**src/aie_pkg.sv**
```systemverilog
// Constants for the add-instruction execution block
package aie_pkg;

  // Opcode fields of the 16-bit instruction word
  localparam logic [7:0] OPC_LIT_ADD  = 8'h0F;
  localparam logic [5:0] OPC_FILE_ADD = 6'h09;
  localparam logic [7:0] OPC_PTR_ADD  = 8'hE8;
  localparam int         DEST_BIT     = 9;
  localparam int         ACCESS_BIT   = 8;

  // Addressing constants
  localparam logic [7:0] IDX_LIMIT    = 8'h5F;
  localparam logic [5:0] ACC_LO_BANK  = 6'h00;
  localparam logic [5:0] ACC_HI_BANK  = 6'h3F;
  localparam logic [1:0] IDX_PTR_SEL  = 2'h2;
  localparam int         NUM_PTR      = 3;

  // Flag bit positions
  localparam int FLG_C  = 0;
  localparam int FLG_DC = 1;
  localparam int FLG_Z  = 2;
  localparam int FLG_OV = 3;
  localparam int FLG_N  = 4;
  localparam int FLG_W  = 5;

  // Register byte offsets on the bus
  localparam logic [4:0] REG_CTRL  = 5'h00;
  localparam logic [4:0] REG_ACC   = 5'h04;
  localparam logic [4:0] REG_FLAGS = 5'h08;
  localparam logic [4:0] REG_BANK  = 5'h0C;
  localparam logic [4:0] REG_PTR0  = 5'h10;
  localparam logic [4:0] REG_PTR1  = 5'h14;
  localparam logic [4:0] REG_PTR2  = 5'h18;
  localparam int         CTRL_EXT_BIT = 0;

  // Reset values
  localparam logic [7:0] ACC_RST   = 8'h00;
  localparam logic [4:0] FLAGS_RST = 5'h00;
  localparam logic [5:0] BANK_RST  = 6'h00;

  // Quarter phases, Gray coded
  typedef enum logic [1:0] {
    AIE_Q1 = 2'b00,
    AIE_Q2 = 2'b01,
    AIE_Q3 = 2'b11,
    AIE_Q4 = 2'b10
  } aie_phase_t;

  // Instruction kinds held through one cycle
  typedef enum logic [1:0] {
    AIE_OP_NONE = 2'b00,
    AIE_OP_LIT  = 2'b01,
    AIE_OP_FILE = 2'b11,
    AIE_OP_PTR  = 2'b10
  } aie_op_t;

endpackage
```
**src/aie_add_exec.sv**
```systemverilog
// Execution of literal, file and pointer add instructions in four phases
// Functional notes
// RULE1: Literal add sums the 8-bit literal with the accumulator into it.
// RULE2: File add sums the accumulator and the addressed data-memory byte.
// RULE3: Destination bit 0 puts the sum in the accumulator, memory untouched.
// RULE4: Destination bit 1 writes the sum back to the addressed byte.
// RULE5: Access bit 0 resolves the file address in the access bank.
// RULE6: Access bit 1 uses the bank choice register to pick the bank.
// RULE7: Access 0, extended set on and address up to 5Fh: indexed offset.
// RULE8: Literal and file add update N, OV, C, DC and Z from the sum.
// RULE9: Pointer add decodes Q1, reads literal Q2, computes Q3, writes Q4.
// RULE10: Literal add decodes, reads, computes, writes accumulator in Q4.
// RULE11: Pointer add adds a 6-bit literal to the full pointer width.
// RULE12: Each instruction is one word and one four-phase cycle, no stall.
//
// Added by the designer: the register offsets and the Avalon-MM interface to the registers.
`timescale 1ns/10ps
module aie_add_exec
  import aie_pkg::*;
#(
  parameter int ADDR_W = 14,
  parameter int PTR_W  = 14
) (
  // Clock, reset and enable
  input  wire logic              clk_sys,
  input  wire logic              rst_n,
  input  wire logic              clk_en,
  // Instruction feed from the fetch unit
  input  wire logic [15:0]       instr_word,
  input  wire logic              instr_valid,
  output logic                   instr_ready,
  // Data memory port
  output logic [ADDR_W-1:0]      mem_addr,
  output logic                   mem_rd,
  input  wire logic [7:0]        mem_rdata,
  output logic                   mem_wr,
  output logic [7:0]             mem_wdata,
  // Core state views
  output logic [1:0]             phase,
  output logic [7:0]             acc_value,
  output logic [FLG_W-1:0]       flags_value,
  // Avalon-MM register slave
  input  wire logic [4:0]        avs_address,
  input  wire logic              avs_read,
  input  wire logic              avs_write,
  input  wire logic [31:0]       avs_writedata,
  output logic [31:0]            avs_readdata,
  output logic                   avs_waitrequest
);

  // All state of the block
  // The first group travels with the instruction through its four phases,
  // the middle group is what software sees, the last group drives memory and answers the bus.
  // Keeping all of it in one record lets one enable freeze everything.
  typedef struct packed {
    aie_phase_t                   q;
    aie_op_t                      op;
    logic                         dest_file;
    logic [7:0]                   lit;
    logic [1:0]                   fsel;
    logic [7:0]                   res;
    logic [FLG_W-1:0]             fpend;
    logic [PTR_W-1:0]             psum;
    logic                         ext_en;
    logic [7:0]                   acc;
    logic [FLG_W-1:0]             flags;
    logic [5:0]                   bank;
    logic [NUM_PTR-1:0][PTR_W-1:0] ptr;
    logic [ADDR_W-1:0]            addr;
    logic                         rd;
    logic                         wr;
    logic [7:0]                   wdata;
    logic                         ack;
    logic [31:0]                  rdata;
  } aie_state_t;

  // Present and next state
  aie_state_t s_reg;
  aie_state_t s_next;

  // Decode, address and adder helpers
  logic              bus_req;
  logic [5:0]        dec_opc6;
  logic [7:0]        dec_opc8;
  logic [7:0]        dec_f;
  logic              dec_acc_sel;
  logic [ADDR_W-1:0] file_addr;
  logic [7:0]        opnd;
  logic [8:0]        sum9;
  logic [4:0]        nib;
  logic [FLG_W-1:0]  sum_flags;
  logic              is_lit;
  logic              is_file;
  logic              is_ptr;
  logic              idx_hit;
  logic              sgn_same;
  logic              sgn_flip;
  logic [PTR_W-1:0]  ptr_pick;
  logic [31:0]       ptr_word [NUM_PTR];

  // Instruction fields
  assign dec_opc8    = instr_word[15:8];
  assign dec_opc6    = instr_word[15:10];
  assign dec_f       = instr_word[7:0];
  assign dec_acc_sel = instr_word[ACCESS_BIT];
  assign bus_req     = avs_read | avs_write;

  // Opcode decode; pointer select 3 is not a pointer and stays a no-op
  assign is_lit  = (dec_opc8 == OPC_LIT_ADD);
  assign is_file = (dec_opc6 == OPC_FILE_ADD);
  assign is_ptr  = (dec_opc8 == OPC_PTR_ADD)
                   && (instr_word[7:6] != 2'b11);

  // Low file addresses fall in the literal offset window
  assign idx_hit = (dec_f <= IDX_LIMIT);

  // Readback words of the pointers, zero-extended to the bus width
  for (genvar g = 0; g < NUM_PTR; g++) begin : g_ptr_word
    assign ptr_word[g] = 32'(s_reg.ptr[g]);
  end

  // File address resolution
  // The bank and pointer are read from state in Q1, so a bus write that
  // lands in the same cycle only counts for the next instruction.
  always_comb begin
    file_addr = '0;
    if (dec_acc_sel) begin
      file_addr = ADDR_W'({s_reg.bank, dec_f});                   // [RULE6]
    end else if (s_reg.ext_en && idx_hit) begin
      file_addr = ADDR_W'(s_reg.ptr[IDX_PTR_SEL]
                          + PTR_W'(dec_f));                       // [RULE7]
    end else if (idx_hit) begin
      file_addr = ADDR_W'({ACC_LO_BANK, dec_f});                  // [RULE5]
    end else begin
      file_addr = ADDR_W'({ACC_HI_BANK, dec_f});                  // [RULE5]
    end
  end

  // Adder and its flags
  // Both operands are unsigned bytes; the ninth bit is the carry
  always_comb begin
    opnd = (s_reg.op == AIE_OP_FILE) ? mem_rdata : s_reg.lit;     // [RULE2]
    sum9 = {1'b0, s_reg.acc} + {1'b0, opnd};                      // [RULE1]
    // Digit carry comes out of the low nibble
    nib  = {1'b0, s_reg.acc[3:0]} + {1'b0, opnd[3:0]};
    sum_flags         = '0;
    sum_flags[FLG_C]  = sum9[8];                                  // [RULE8]
    sum_flags[FLG_DC] = nib[4];
    sum_flags[FLG_Z]  = (sum9[7:0] == 8'h00);
    sum_flags[FLG_N]  = sum9[7];
    sum_flags[FLG_OV] = sgn_same && sgn_flip;
  end

  // Sign tests for the signed wrap flag: equal-signed operands, sum flips
  assign sgn_same = (s_reg.acc[7] == opnd[7]);
  assign sgn_flip = (sum9[7] != s_reg.acc[7]);

  // Pointer picked for the add; select 3 never indexes past the last one
  always_comb begin
    ptr_pick = '0;
    if (s_reg.fsel < 2'(NUM_PTR)) begin
      ptr_pick = s_reg.ptr[s_reg.fsel];
    end
  end

  // Next-state logic: phase sequencer, execution and register bus
  // The phases run whether or not an instruction was taken, so the
  // instruction feed always finds Q1 once every four enabled cycles.
  always_comb begin
    s_next = s_reg;
    unique case (s_reg.q)
      AIE_Q1: begin
        s_next.q   = AIE_Q2;
        s_next.op  = AIE_OP_NONE;
        // Strobes of the previous instruction already fell in Q2 and Q4; cleared again here
        s_next.wr  = 1'b0;
        s_next.rd  = 1'b0;
        if (instr_valid) begin
          // Latch the fields whatever the opcode
          s_next.lit       = dec_f;
          s_next.dest_file = instr_word[DEST_BIT];
          s_next.fsel      = instr_word[7:6];
          if (is_lit) begin
            s_next.op = AIE_OP_LIT;                               // [RULE10]
          end else if (is_file) begin
            s_next.op   = AIE_OP_FILE;
            s_next.addr = file_addr;
            s_next.rd   = 1'b1;                                   // [RULE2]
          end else if (is_ptr) begin
            s_next.op = AIE_OP_PTR;                               // [RULE9]
          end
        end
      end
      AIE_Q2: begin
        // Memory answers during Q3
        s_next.q  = AIE_Q3;
        s_next.rd = 1'b0;
      end
      AIE_Q3: begin
        s_next.q     = AIE_Q4;
        s_next.res   = sum9[7:0];
        s_next.fpend = sum_flags;
        // Pointer sum is formed for every op, kept only by pointer add
        s_next.psum  = ptr_pick
                       + PTR_W'(s_reg.lit[5:0]);                  // [RULE11]
        // File add with destination 1 writes memory during Q4
        if ((s_reg.op == AIE_OP_FILE) && s_reg.dest_file) begin
          s_next.wr    = 1'b1;                                    // [RULE4]
          s_next.wdata = sum9[7:0];
        end
      end
      AIE_Q4: begin
        // Memory write strobe falls as the cycle closes
        s_next.q  = AIE_Q1;                                       // [RULE12]
        s_next.wr = 1'b0;
      end
    endcase

    // Bus access: one wait cycle, then the answer
    // The answer is registered so readdata comes from flip-flops; the
    // price is one wait state on every transfer.
    s_next.ack = 1'b0;
    if (bus_req && !s_reg.ack) begin
      s_next.ack   = 1'b1;
      s_next.rdata = '0;
      // Unmapped offsets read as zero
      unique case (avs_address)
        REG_CTRL:  s_next.rdata[CTRL_EXT_BIT] = s_reg.ext_en;
        REG_ACC:   s_next.rdata[7:0]          = s_reg.acc;
        REG_FLAGS: s_next.rdata[FLG_W-1:0]    = s_reg.flags;
        REG_BANK:  s_next.rdata[5:0]          = s_reg.bank;
        REG_PTR0:  s_next.rdata               = ptr_word[0];
        REG_PTR1:  s_next.rdata               = ptr_word[1];
        REG_PTR2:  s_next.rdata               = ptr_word[2];
        default:   s_next.rdata               = '0;
      endcase
    end
    // A write lands at the edge where waitrequest is seen low
    if (avs_write && s_reg.ack) begin
      unique case (avs_address)
        REG_CTRL:  s_next.ext_en = avs_writedata[CTRL_EXT_BIT];
        REG_ACC:   s_next.acc    = avs_writedata[7:0];
        REG_FLAGS: s_next.flags  = avs_writedata[FLG_W-1:0];
        REG_BANK:  s_next.bank   = avs_writedata[5:0];
        REG_PTR0:  s_next.ptr[0] = avs_writedata[PTR_W-1:0];
        REG_PTR1:  s_next.ptr[1] = avs_writedata[PTR_W-1:0];
        REG_PTR2:  s_next.ptr[2] = avs_writedata[PTR_W-1:0];
        default:   s_next.ext_en = s_reg.ext_en;
      endcase
    end

    // Q4 write-back; the core wins over a bus write at the same edge
    // so that an instruction result is never lost to software.
    if (s_reg.q == AIE_Q4) begin
      // Only the instruction's own destination changes
      unique case (s_reg.op)
        AIE_OP_LIT: begin
          s_next.acc   = s_reg.res;                               // [RULE10]
          s_next.flags = s_reg.fpend;                             // [RULE8]
        end
        AIE_OP_FILE: begin
          if (!s_reg.dest_file) begin
            s_next.acc = s_reg.res;                               // [RULE3]
          end
          s_next.flags = s_reg.fpend;                             // [RULE8]
        end
        AIE_OP_PTR: begin
          s_next.ptr[s_reg.fsel] = s_reg.psum;                    // [RULE9]
        end
        AIE_OP_NONE: begin
          s_next.acc = s_next.acc;
        end
      endcase
    end
  end

  // State register, frozen while the enable is low
  // Reset clears the whole record, then loads the named reset values.
  always_ff @(posedge clk_sys or negedge rst_n) begin
    if (!rst_n) begin
      s_reg       <= '0;
      s_reg.acc   <= ACC_RST;
      s_reg.flags <= FLAGS_RST;
      s_reg.bank  <= BANK_RST;
    end else if (clk_en) begin
      s_reg <= s_next;
    end
  end

  // Outputs
  // Memory strobes, data and views come straight from flip-flops;
  // only the two handshake outputs are combinational; while the enable
  // is low instr_ready falls and waitrequest stays high for a request.
  assign instr_ready     = clk_en && (s_reg.q == AIE_Q1);
  assign mem_addr        = s_reg.addr;
  assign mem_rd          = s_reg.rd;
  assign mem_wr          = s_reg.wr;
  assign mem_wdata       = s_reg.wdata;
  assign phase           = s_reg.q;
  assign acc_value       = s_reg.acc;
  assign flags_value     = s_reg.flags;
  assign avs_readdata    = s_reg.rdata;
  assign avs_waitrequest = bus_req && !(s_reg.ack && clk_en);

endmodule

```
**config.mk**
```make
export PLATFORM = sky130hd
export DESIGN_NAME = aie_add_exec
export DESIGN_NICKNAME = d
export VERILOG_FILES = /design/src/aie_pkg.sv /design/src/aie_add_exec.sv
export SDC_FILE = /design/constraint.sdc
export NUM_CORES = 1
export LEC_CHECK = 0
export BUFFER_PORTS_ARGS = -buffer_cell sky130_fd_sc_hd__clkbuf_2
export CORE_ASPECT_RATIO = 1.25
export CORE_MARGIN = 2
export CORE_UTILIZATION = 60
export DETAILED_ROUTE_END_ITERATION = 10
export PLACE_DENSITY_LB_ADDON = 0.08
export RECOVER_POWER = 25
export SYNTH_ARGS = -nofsm -noshare
export SYNTH_HDL_FRONTEND = slang
export SYNTH_SLANG_ARGS = --single-unit
```
**constraint.sdc**
```tcl
create_clock -name clk_sys -period 4 [get_ports clk_sys]
set_input_delay 0.2 -clock clk_sys [delete_from_list [all_inputs] [get_ports clk_sys]]
set_output_delay 0.2 -clock clk_sys [all_outputs]
set_load 0.02 [all_outputs]
```
==> flow_metrics.py, run 1 <==
metrics = {
    "power_and_ir_drop": {
        "p_sw_frac": 0.377,
        "seq_power_share": 0.379,
        "pwr-share-comb": 0.334,
        "p_per_area_nw_per_um2": 597,
        "clkPwrFrac": 0.287,
        "power_leakage_nw": 4.32,
        "p_sw_w": 0.00211,
        "peakVddDrop_uv": 378,
        "internal_power_w": 0.00348,
    },
    "critical_path": {
        "worstRegToRegCells": 11,
        "cp_max_fo": 23,
        "arrival_ns": 3.34,
        "worst_ep_required_time_ns": 4.31,
        "end_kind": "flip-flop",
        "path_class": "flip-flop to flip-flop",
        "worstSetupStartpointType": "flip-flop",
    },
    "drt": {
        "drcViolationCount": 0,
        "dr.pass1.iters": 7,
        "wire_per_inst_um": 20.8,
        "vias": 7551,
        "wirelength_mm": 24.6,
        "route.detailed.vias_per_inst": 6.39,
        "drt_iter0_markers": 730,
        "drtAntennaViolNets": 0,
    },
    "cts": {
        "cts_tree": "done",
        "root_buffer": "clkbuf_16",
        "cts.sinks": 140,
        "worstSkewPairLatency_ns": 0.43,
        "numCtsBuffers": 17,
        "cts.reportedPaths.clkPinSlew_ns": 0.06,
        "cts_buffer_depth": 2,
        "h-tree-depth": 4,
        "cts_resized": 0,
    },
    "floorplan": {
        "rows": 49,
        "die_w_um": 111,
        "core_area_um2": 14200,
        "dieArea_um2": 15400,
        "io_pins": 140,
        "start_util": 0.607,
        "die_h_um": 138,
    },
    "placement": {
        "gp_congestion": 0.871,
        "hpwlAfterDp_mm": 17.0,
        "io_buffers": 103,
        "pre_cts_ws_ns": 1.08,
    },
    "synth": {
        "synth.area.top_cells": "dfrtp_1 (41%), buf_4 (6.0%), a21oi_1 (5.7%)",
        "synth_ff_type": "dfrtp_1",
        "yosys.area.top_type_share": 0.406,
        "synth_seq_area_share": 0.406,
        "async_flop_share": 1.00,
        "syn_inst": 963,
        "avgSynthCellArea_um2": 8.96,
        "synth-edff-count": 0,
        "synth-warning-count": 0,
        "synthesis.area_um2": 8630,
        "ys_seq_elements": 140,
        "synth_cell_types": 82,
        "synth_top_cell_by_area": "dfrtp_1",
    },
    "sta": {
        "period_needed_ns": 3.03,
        "finalMaxSlewViolations": 73,
        "post-route-period-util": 0.758,
        "max_slew.worst_pin.slew_ns": 1.92,
        "rsz0062_at_grt": "no",
        "relSlewSlack": -0.277,
        "setup-violations-final": 0,
        "setup_tns_ns": 0,
        "skew_ns": 0.00749,
        "max_freq_ghz": 0.330,
        "hold_violations": 0,
        "postLayoutSetupSlackWorst_ns": 0.970,
    },
    "layout": {
        "area_growth_pct": 8.22,
        "antennaDiodeCount": 0,
        "fill_cells": 1267,
        "nets": 1083,
        "drive_above_1_share": 0.160,
        "largest_reg_flops": 45,
    },
    "grt": {
        "grt.overflow.total": 0,
        "grt_pass1_vias": 7127,
        "grt_antenna_before_repair": 0,
        "grt_first_pass_wirelength_mm": 39.3,
        "grt_max_degree": 73,
        "grt_usage": 0.324,
    },
    "min_path": {
        "hold_depth": 3,
        "hold_path_class": "input pin to flip-flop",
    },
    "outcome": {
        "violations": "max-capacitance violations, max-slew violations",
        "status": "finished, violations left",
    },
    "run": {
        "drv_cap": 1,
    },
}
layout by cell type, fill, tap and decap left out, types with 8 or more instances in the layout:
master,netlist,final
a31oi_1,14,14
o31ai_1,9,9
conb_1,1,18
dfrtp_1,140,140
a21oi_1,99,99
o21ai_0,32,32
nand3_1,13,13
clkbuf_2,0,93
clkbuf_16,0,17
a21o_1,13,13
mux2i_1,26,26
ha_1,22,22
nand2_1,102,102
o22ai_1,58,58
nor2_1,93,93
nor3_1,8,8
clkbuf_1,34,15
o21ai_1,24,24
buf_4,69,9
inv_1,14,14
mux2_2,14,14
final timing paths:
path / startpoint / end / slack [ns]
setup / recovery: s_reg[155] / s_reg[132] / 0.97
hold / removal: instr_word[9] / s_reg[156] / 0.01
setup reg to reg: s_reg[155] / s_reg[132] / 0.97
hold reg to reg: mem_addr[7] / mem_addr[7] / 0.47
max in group asynchronous: rst_n / ptr_word[8] / 1.79
min in group asynchronous: rst_n / mem_addr[2] / 0.84
critical path: stages (launching register included):
cell and delay [ns]:
dfrtp_1 0.32, buf_4 0.29, and2b_1 0.23, buf_4 0.27
nand2_1 0.08, o21ai_0 0.08, ha_1 0.29, a21oi_1 0.16
nand2_1 0.14, a221oi_1 0.67, o31ai_1 0.13, a31o_1 0.25
cell families after synthesis:
| kind of cell | after synthesis | synth area share |
|---|---|---|
| AND/OR/NAND/NOR | 289 | 0.161 |
| AO/OA/AOI/OAI | 313 | 0.229 |
| multiplexers | 48 | 0.0601 |
| XOR/XNOR | 12 | 0.0122 |
| other | 1 | 0.000434 |
| adder cells (fa/ha/maj) | 25 | 0.0388 |
| buffers and inverters | 135 | 0.0923 |
| flip-flops | 140 | 0.406 |
Yosys cell counts, drive strengths merged (14+ instances only):
cell and n:
a21oi 100, buf 87, o21ai 56, o22ai 58, nor2 93, inv 14, nand2 103, mux2i 26
ha 22, dfrtp 140, nand3 14, clkbuf 34, a31oi 14, mux2 21
power groups by stage:
| stage | clock network (W) | logic, W | registers (W) |
|---|---|---|---|
| finish | 0.00160 | 0.00186 | 0.00211 |
| global route | 0.00167 | 0.00208 | 0.00214 |
| CTS | 0.00161 | 0.00185 | 0.00209 |
| detailed placement | 0 | 0.00183 | 0.00211 |
| global placement | 0 | 0.00180 | 0.00211 |
| floorplan | 0 | 0.00151 | 0.00196 |
stage by stage:
step / utilization / hold WS, ns / instance area [µm²] / total power [W] / cells
finish: 0.657 / 0.0129 / 9340 / 0.00558 / 1182
global route: 0.657 / 0.0373 / 9340 / 0.00589 / 1182
CTS: 0.658 / 0.00929 / 9360 / 0.00556 / 1182
detailed placement: 0.616 / 0.268 / 8760 / 0.00395 / 1149
global placement: 0.616 / 0.270 / 8760 / 0.00391 / 1149
floorplan: - / -0.0956 / 8700 / 0.00347 / 980
routing by layer:
metal	vias to the layer above	GRT usage	wire length [µm]
li1	3477	-	-
met1	3639	0.436	10000
met2	365	0.515	11700
met3	70	0.0618	2060
met4	0	0.144	802
met5	-	0	0
area by class of cell:
type	count	area, µm²	share of cell area
Clock buffer	24	472	0.0505
Clock inverter	8	115	0.0123
Inverter	14	52.6	0.00562
Multi-Input combinational cell	705	4400	0.471
Sequential cell	140	3500	0.375
Tap cell	178	223	0.0238
Timing Repair Buffer	113	581	0.0621
timing repair:
action                     4_1_cts  5_1_grt
setup endpoints to repair        0        0
setup buffers                    0        0
hold buffers                     1        0
hold endpoints to repair        70        0
Note: power is estimated with default switching activity, not from simulation.
==> run 2: changes to the inputs <==
Settings changed: CORE_UTILIZATION 60 to 52.
Clock period 4 ns to 2.5 ns, I/O delays scaled along.
==> flow_metrics.py, run 2 (synthesis gave the netlist of run 1 again) <==
metrics = {
    "drt": {
        "dr.pass1.iters": 6,
        "drt_iter0_markers": 660,
        "wire_per_inst_um": 20.5,
        "drcViolationCount": 0,
        "drtAntennaViolNets": 0,
        "wirelength_mm": 26.2,
        "vias": 7685,
        "route.detailed.vias_per_inst": 6.03,
    },
    "sta": {
        "max_slew.worst_pin.slew_ns": 1.65,
        "postLayoutSetupSlackWorst_ns": 0.0493,
        "post-route-period-util": 0.980,
        "setup-violations-final": 0,
        "setup_tns_ns": 0,
        "finalMaxSlewViolations": 63,
        "skew_ns": 0.00633,
        "relSlewSlack": -0.100,
        "hold_violations": 0,
        "period_needed_ns": 2.45,
        "max_freq_ghz": 0.408,
        "rsz0062_at_grt": "yes",
    },
    "power_and_ir_drop": {
        "power_leakage_nw": 4.61,
        "p_per_area_nw_per_um2": 941,
        "peakVddDrop_uv": 518,
        "total_power_w": 0.00937,
    },
    "floorplan": {
        "dieArea_um2": 17700,
        "rows": 52,
        "die_w_um": 119,
        "start_util": 0.533,
        "core_area_um2": 16200,
        "io_pins": 140,
        "die_h_um": 148,
    },
    "layout": {
        "final_common_cell": "dfrtp_1",
        "largest_reg_flops": 45,
        "fill_cells": 1449,
        "antennaDiodeCount": 0,
        "area_growth_pct": 15.3,
        "postLayoutCoreUtil": 0.615,
        "drive_above_1_share": 0.222,
        "nets": 1138,
        "final_cell_mix": "dfrtp_1 (140), nand2_1 (100), a21oi_1 (97)",
    },
    "min_path": {
        "hold_path_class": "input pin to flip-flop",
    },
    "critical_path": {
        "cp_slowest_cell": "dfrtp_1",
        "worstSetupStartpointType": "flip-flop",
        "crit_buf_inv": 1,
        "crit_family": "compound AO/OA/AOI/OAI gates",
        "worst_ep_required_time_ns": 2.83,
        "path_class": "flip-flop to flip-flop",
        "path_cells": "and2b_2 -> nand2_1 -> o21ai_1 -> ha_2 -> inv_1 -> fa_2 -> nor2b_4 -> o31ai_2 -> a21o_1 -> o31a_1 -> o31ai_1",
        "end_kind": "flip-flop",
        "max_stage_delay_ns": 0.42,
        "arrival_ns": 2.79,
        "cp_max_fo": 4,
    },
    "cts": {
        "cts_buffer_depth": 2,
        "worstSkewPairLatency_ns": 0.43,
        "root_buffer": "clkbuf_16",
        "numCtsBuffers": 17,
        "cts.sinks": 140,
        "h-tree-depth": 4,
        "cts_tree": "done",
        "cts.reportedPaths.clkPinSlew_ns": 0.06,
    },
    "run": {
        "drv_cap": 1,
    },
    "outcome": {
        "violations": "max-capacitance violations, max-slew violations",
        "status": "finished, violations left",
    },
    "placement": {
        "hpwlAfterDp_mm": 19.1,
        "pre_cts_ws_ns": -0.108,
        "gp_congestion": 0.926,
        "io_buffers": 103,
    },
    "grt": {
        "grt.overflow.total": 0,
        "grt_max_degree": 75,
        "grt_first_pass_wirelength_mm": 40.9,
        "grt_antenna_before_repair": 0,
        "grt_pass1_vias": 7263,
        "grt_usage": 0.303,
    },
}
-- run 2: path summary, 6_finish.rpt --
path                               start           to  slack (ns)  depth (start not counted)
hold / removal             instr_word[1]   s_reg[149]        0.01                          3
max in group asynchronous          rst_n  ptr_word[0]        0.68                          3
hold reg to reg                   mem_rd       mem_rd        0.48                          2
setup / recovery              s_reg[154]   s_reg[131]        0.05                         11
min in group asynchronous          rst_n       mem_rd        0.66                          2
setup reg to reg              s_reg[154]   s_reg[131]        0.05                         11
-- run 2: final cells by class --
cell class / count / area (µm²) / area share
flip-flops and latches: 140 / 3500 / 0.352
multi-input cells: 705 / 4480 / 0.450
clock buffers: 17 / 425 / 0.0427
inverters: 14 / 52.6 / 0.00528
repair buffers: 168 / 1050 / 0.106
well taps: 216 / 270 / 0.0271
clock inverters: 15 / 173 / 0.0173
-- run 2: repair_timing --
action,CTS,global route
buffers inserted,2,2
hold buffers,7,0
resized for setup,8,15
endpoints found under the setup margin,9,14
hold endpoints to repair,66,0
gates cloned,0,0
pin swaps,1,3
-- run 2: per-stage QoR --
step           std cells  hold WS, ns  cell area, µm²
2_1_floorplan        980       -0.171            8710
3_3_place_gp        1232        0.156            9200
3_5_place_dp        1232        0.155            9200
4_1_cts             1273      0.00291            9910
5_1_grt             1275       0.0291            9960
6_report            1275       0.0105            9960
-- run 2: metal layers --
| metal | up-vias | GRT usage | wire [µm] |
|---|---|---|---|
| met1 | 3718 | 0.413 | 11300 |
| li1 | 3604 | - | - |
| met4 | 0 | 0.109 | 607 |
| met3 | 49 | 0.0637 | 1810 |
| met2 | 314 | 0.480 | 12500 |
| met5 | - | 0 | 0 |
-- run 2: worst register-to-register path, stage by stage (launching register included) --
cell	delay (ns)
dfrtp_1	0.42
and2b_2	0.28
nand2_1	0.06
o21ai_1	0.09
ha_2	0.21
inv_1	0.06
fa_2	0.37
nor2b_4	0.14
o31ai_2	0.08
a21o_1	0.20
o31a_1	0.27
o31ai_1	0.18
-- run 2: power breakdown --
part,internal [W],switching (W)
clock,0.00157,0.00102
sequential,0.00277,0.000653
combinational,0.00146,0.00190
==> run 3: changes to the inputs <==
Settings changed: PLACE_DENSITY from default to 0.77, PLACE_DENSITY_LB_ADDON 0.08 to default.
==> flow_metrics.py, run 3 (synthesis gave the netlist of run 1 again) <==
metrics = {
    "outcome": {
        "status": "finished, violations left",
        "violations": "max-capacitance violations, max-slew violations, negative setup slack",
    },
    "drt": {
        "dr.pass1.iters": 5,
        "drtAntennaViolNets": 0,
        "drt_iter0_markers": 956,
        "vias": 7934,
        "wirelength_mm": 25.8,
        "wire_per_inst_um": 20.2,
        "route.detailed.vias_per_inst": 6.20,
        "drcViolationCount": 0,
    },
    "floorplan": {
        "core_area_um2": 16200,
        "die_w_um": 119,
        "dieArea_um2": 17700,
        "die_h_um": 148,
        "rows": 52,
        "io_pins": 140,
        "start_util": 0.533,
    },
    "power_and_ir_drop": {
        "peakVddDrop_uv": 507,
        "power_leakage_nw": 4.66,
        "p_per_area_nw_per_um2": 946,
        "total_power_w": 0.00945,
    },
    "layout": {
        "fin_cells": 1279,
        "nets": 1143,
        "stdcell_area_um2": 9990,
        "antennaDiodeCount": 0,
        "largest_reg_flops": 45,
        "area_growth_pct": 15.8,
        "final_common_cell": "dfrtp_1",
        "drive_above_1_share": 0.236,
        "fill_cells": 1326,
        "final_cell_mix": "dfrtp_1 (140), clkbuf_2 (103), nand2_1 (99)",
    },
    "critical_path": {
        "end_kind": "flip-flop",
        "r2r_start": "s_reg[154]",
        "arrival_ns": 2.84,
        "worstRegToRegCells": 11,
        "worst_ep_required_time_ns": 2.84,
        "path_class": "flip-flop to flip-flop",
        "reg2reg_slack_ns": -0.002,
        "cp_max_fo": 4,
        "worstSetupStartpointType": "flip-flop",
        "r2r_end": "s_reg[131]",
    },
    "placement": {
        "place_area_um2": 9170,
        "gp_congestion": 0.934,
        "hpwlAfterDp_mm": 18.3,
        "post-place-cells": 1231,
        "io_buffers": 103,
    },
    "sta": {
        "post-route-period-util": 1.00,
        "postLayoutSetupSlackWorst_ns": -0.00241,
        "skew_ns": 0.0132,
        "rsz0062_at_grt": "yes",
        "relSlewSlack": -0.223,
        "setup-violations-final": 1,
        "period_needed_ns": 2.50,
        "setup_tns_ns": -0.00241,
        "max_slew.worst_pin.slew_ns": 1.83,
        "max_freq_ghz": 0.400,
        "finalMaxSlewViolations": 73,
        "hold_violations": 0,
    },
    "grt": {
        "use_met2": 0.466,
        "grt.overflow.total": 0,
        "met1_usage": 0.394,
        "grt_usage": 0.297,
        "groute.layer.met3.usage": 0.0598,
        "grt_antenna_before_repair": 0,
        "grt_pass1_vias": 7523,
        "grt_first_pass_wirelength_mm": 41.1,
        "grt_max_degree": 73,
        "busiest_layer": "met2",
    },
    "run": {
        "drv_cap": 1,
    },
    "cts": {
        "numCtsBuffers": 17,
        "cts_buffer_depth": 2,
        "root_buffer": "clkbuf_16",
        "h-tree-depth": 4,
        "worstSkewPairLatency_ns": 0.43,
        "cts.reportedPaths.clkPinSlew_ns": 0.06,
        "cts.sinks": 140,
        "cts_tree": "done",
    },
    "min_path": {
        "hold_path_class": "input pin to flip-flop",
        "hold_depth": 3,
        "whs_endpoint": "s_reg[149]",
        "min_from": "instr_word[1]",
    },
}
## run 3: area by class of cell
type	count	area (µm²)	share of cell area
tap	216	270	0.0270
inverter	14	52.6	0.00526
multi-input combinational	705	4510	0.451
clock inverter	6	58.8	0.00588
clock buffer	25	515	0.0516
sequential	140	3500	0.351
timing repair buffer	173	1080	0.109
## run 3: how the worst max path moves through the flow
stage	startpoint	endpoint	slack, ns	cells past startpoint
after CTS	s_reg[154]	s_reg[132]	0.003	10
after detailed placement	s_reg[154]	s_reg[131]	-0.09	11
after global placement	s_reg[154]	s_reg[132]	-0.0002	12
after global routing	s_reg[154]	s_reg[131]	-0.11	11
after floorplan	s_reg[154]	s_reg[131]	0.006	13
final	s_reg[154]	s_reg[131]	-0.002	11
## run 3: per-layer routing
metal,part of all wire,vias up
met5,0,-
met4,0.049,0
met3,0.088,99
met2,0.47,443
met1,0.39,3798
li1,-,3594
## run 3: stage by stage
stage	setup slack [ns]	hold WS, ns	util
after detailed placement	-0.0916	0.194	0.566
after global routing	-0.113	0.0251	0.617
after CTS	0.00310	0.0133	0.609
after floorplan	0.00619	-0.171	-
final	-0.00241	0.0236	0.617
after global placement	-0.000232	0.190	0.566
## run 3: timing repair
item	in CTS	in global routing
setup buffers	5	6
resized for setup	9	30
pin swaps	3	11
hold endpoints to repair	75	0
hold buffers	6	0
setup endpoints to repair	5	21
## run 3: worst max-delay path: stages (launching register included)
cell     delay [ns]
dfrtp_1        0.42
and2b_2        0.30
nand2_2        0.07
o21ai_2        0.08
ha_2           0.21
inv_2          0.04
fa_2           0.36
nor2b_4        0.18
o31ai_4        0.08
a21o_1         0.21
o31a_1         0.29
o31ai_2        0.17
## run 3: power by group
group          switching, W  internal [W]
Clock              0.000963       0.00152
Combinational       0.00200       0.00156
Sequential         0.000646       0.00277
Total               0.00361       0.00585
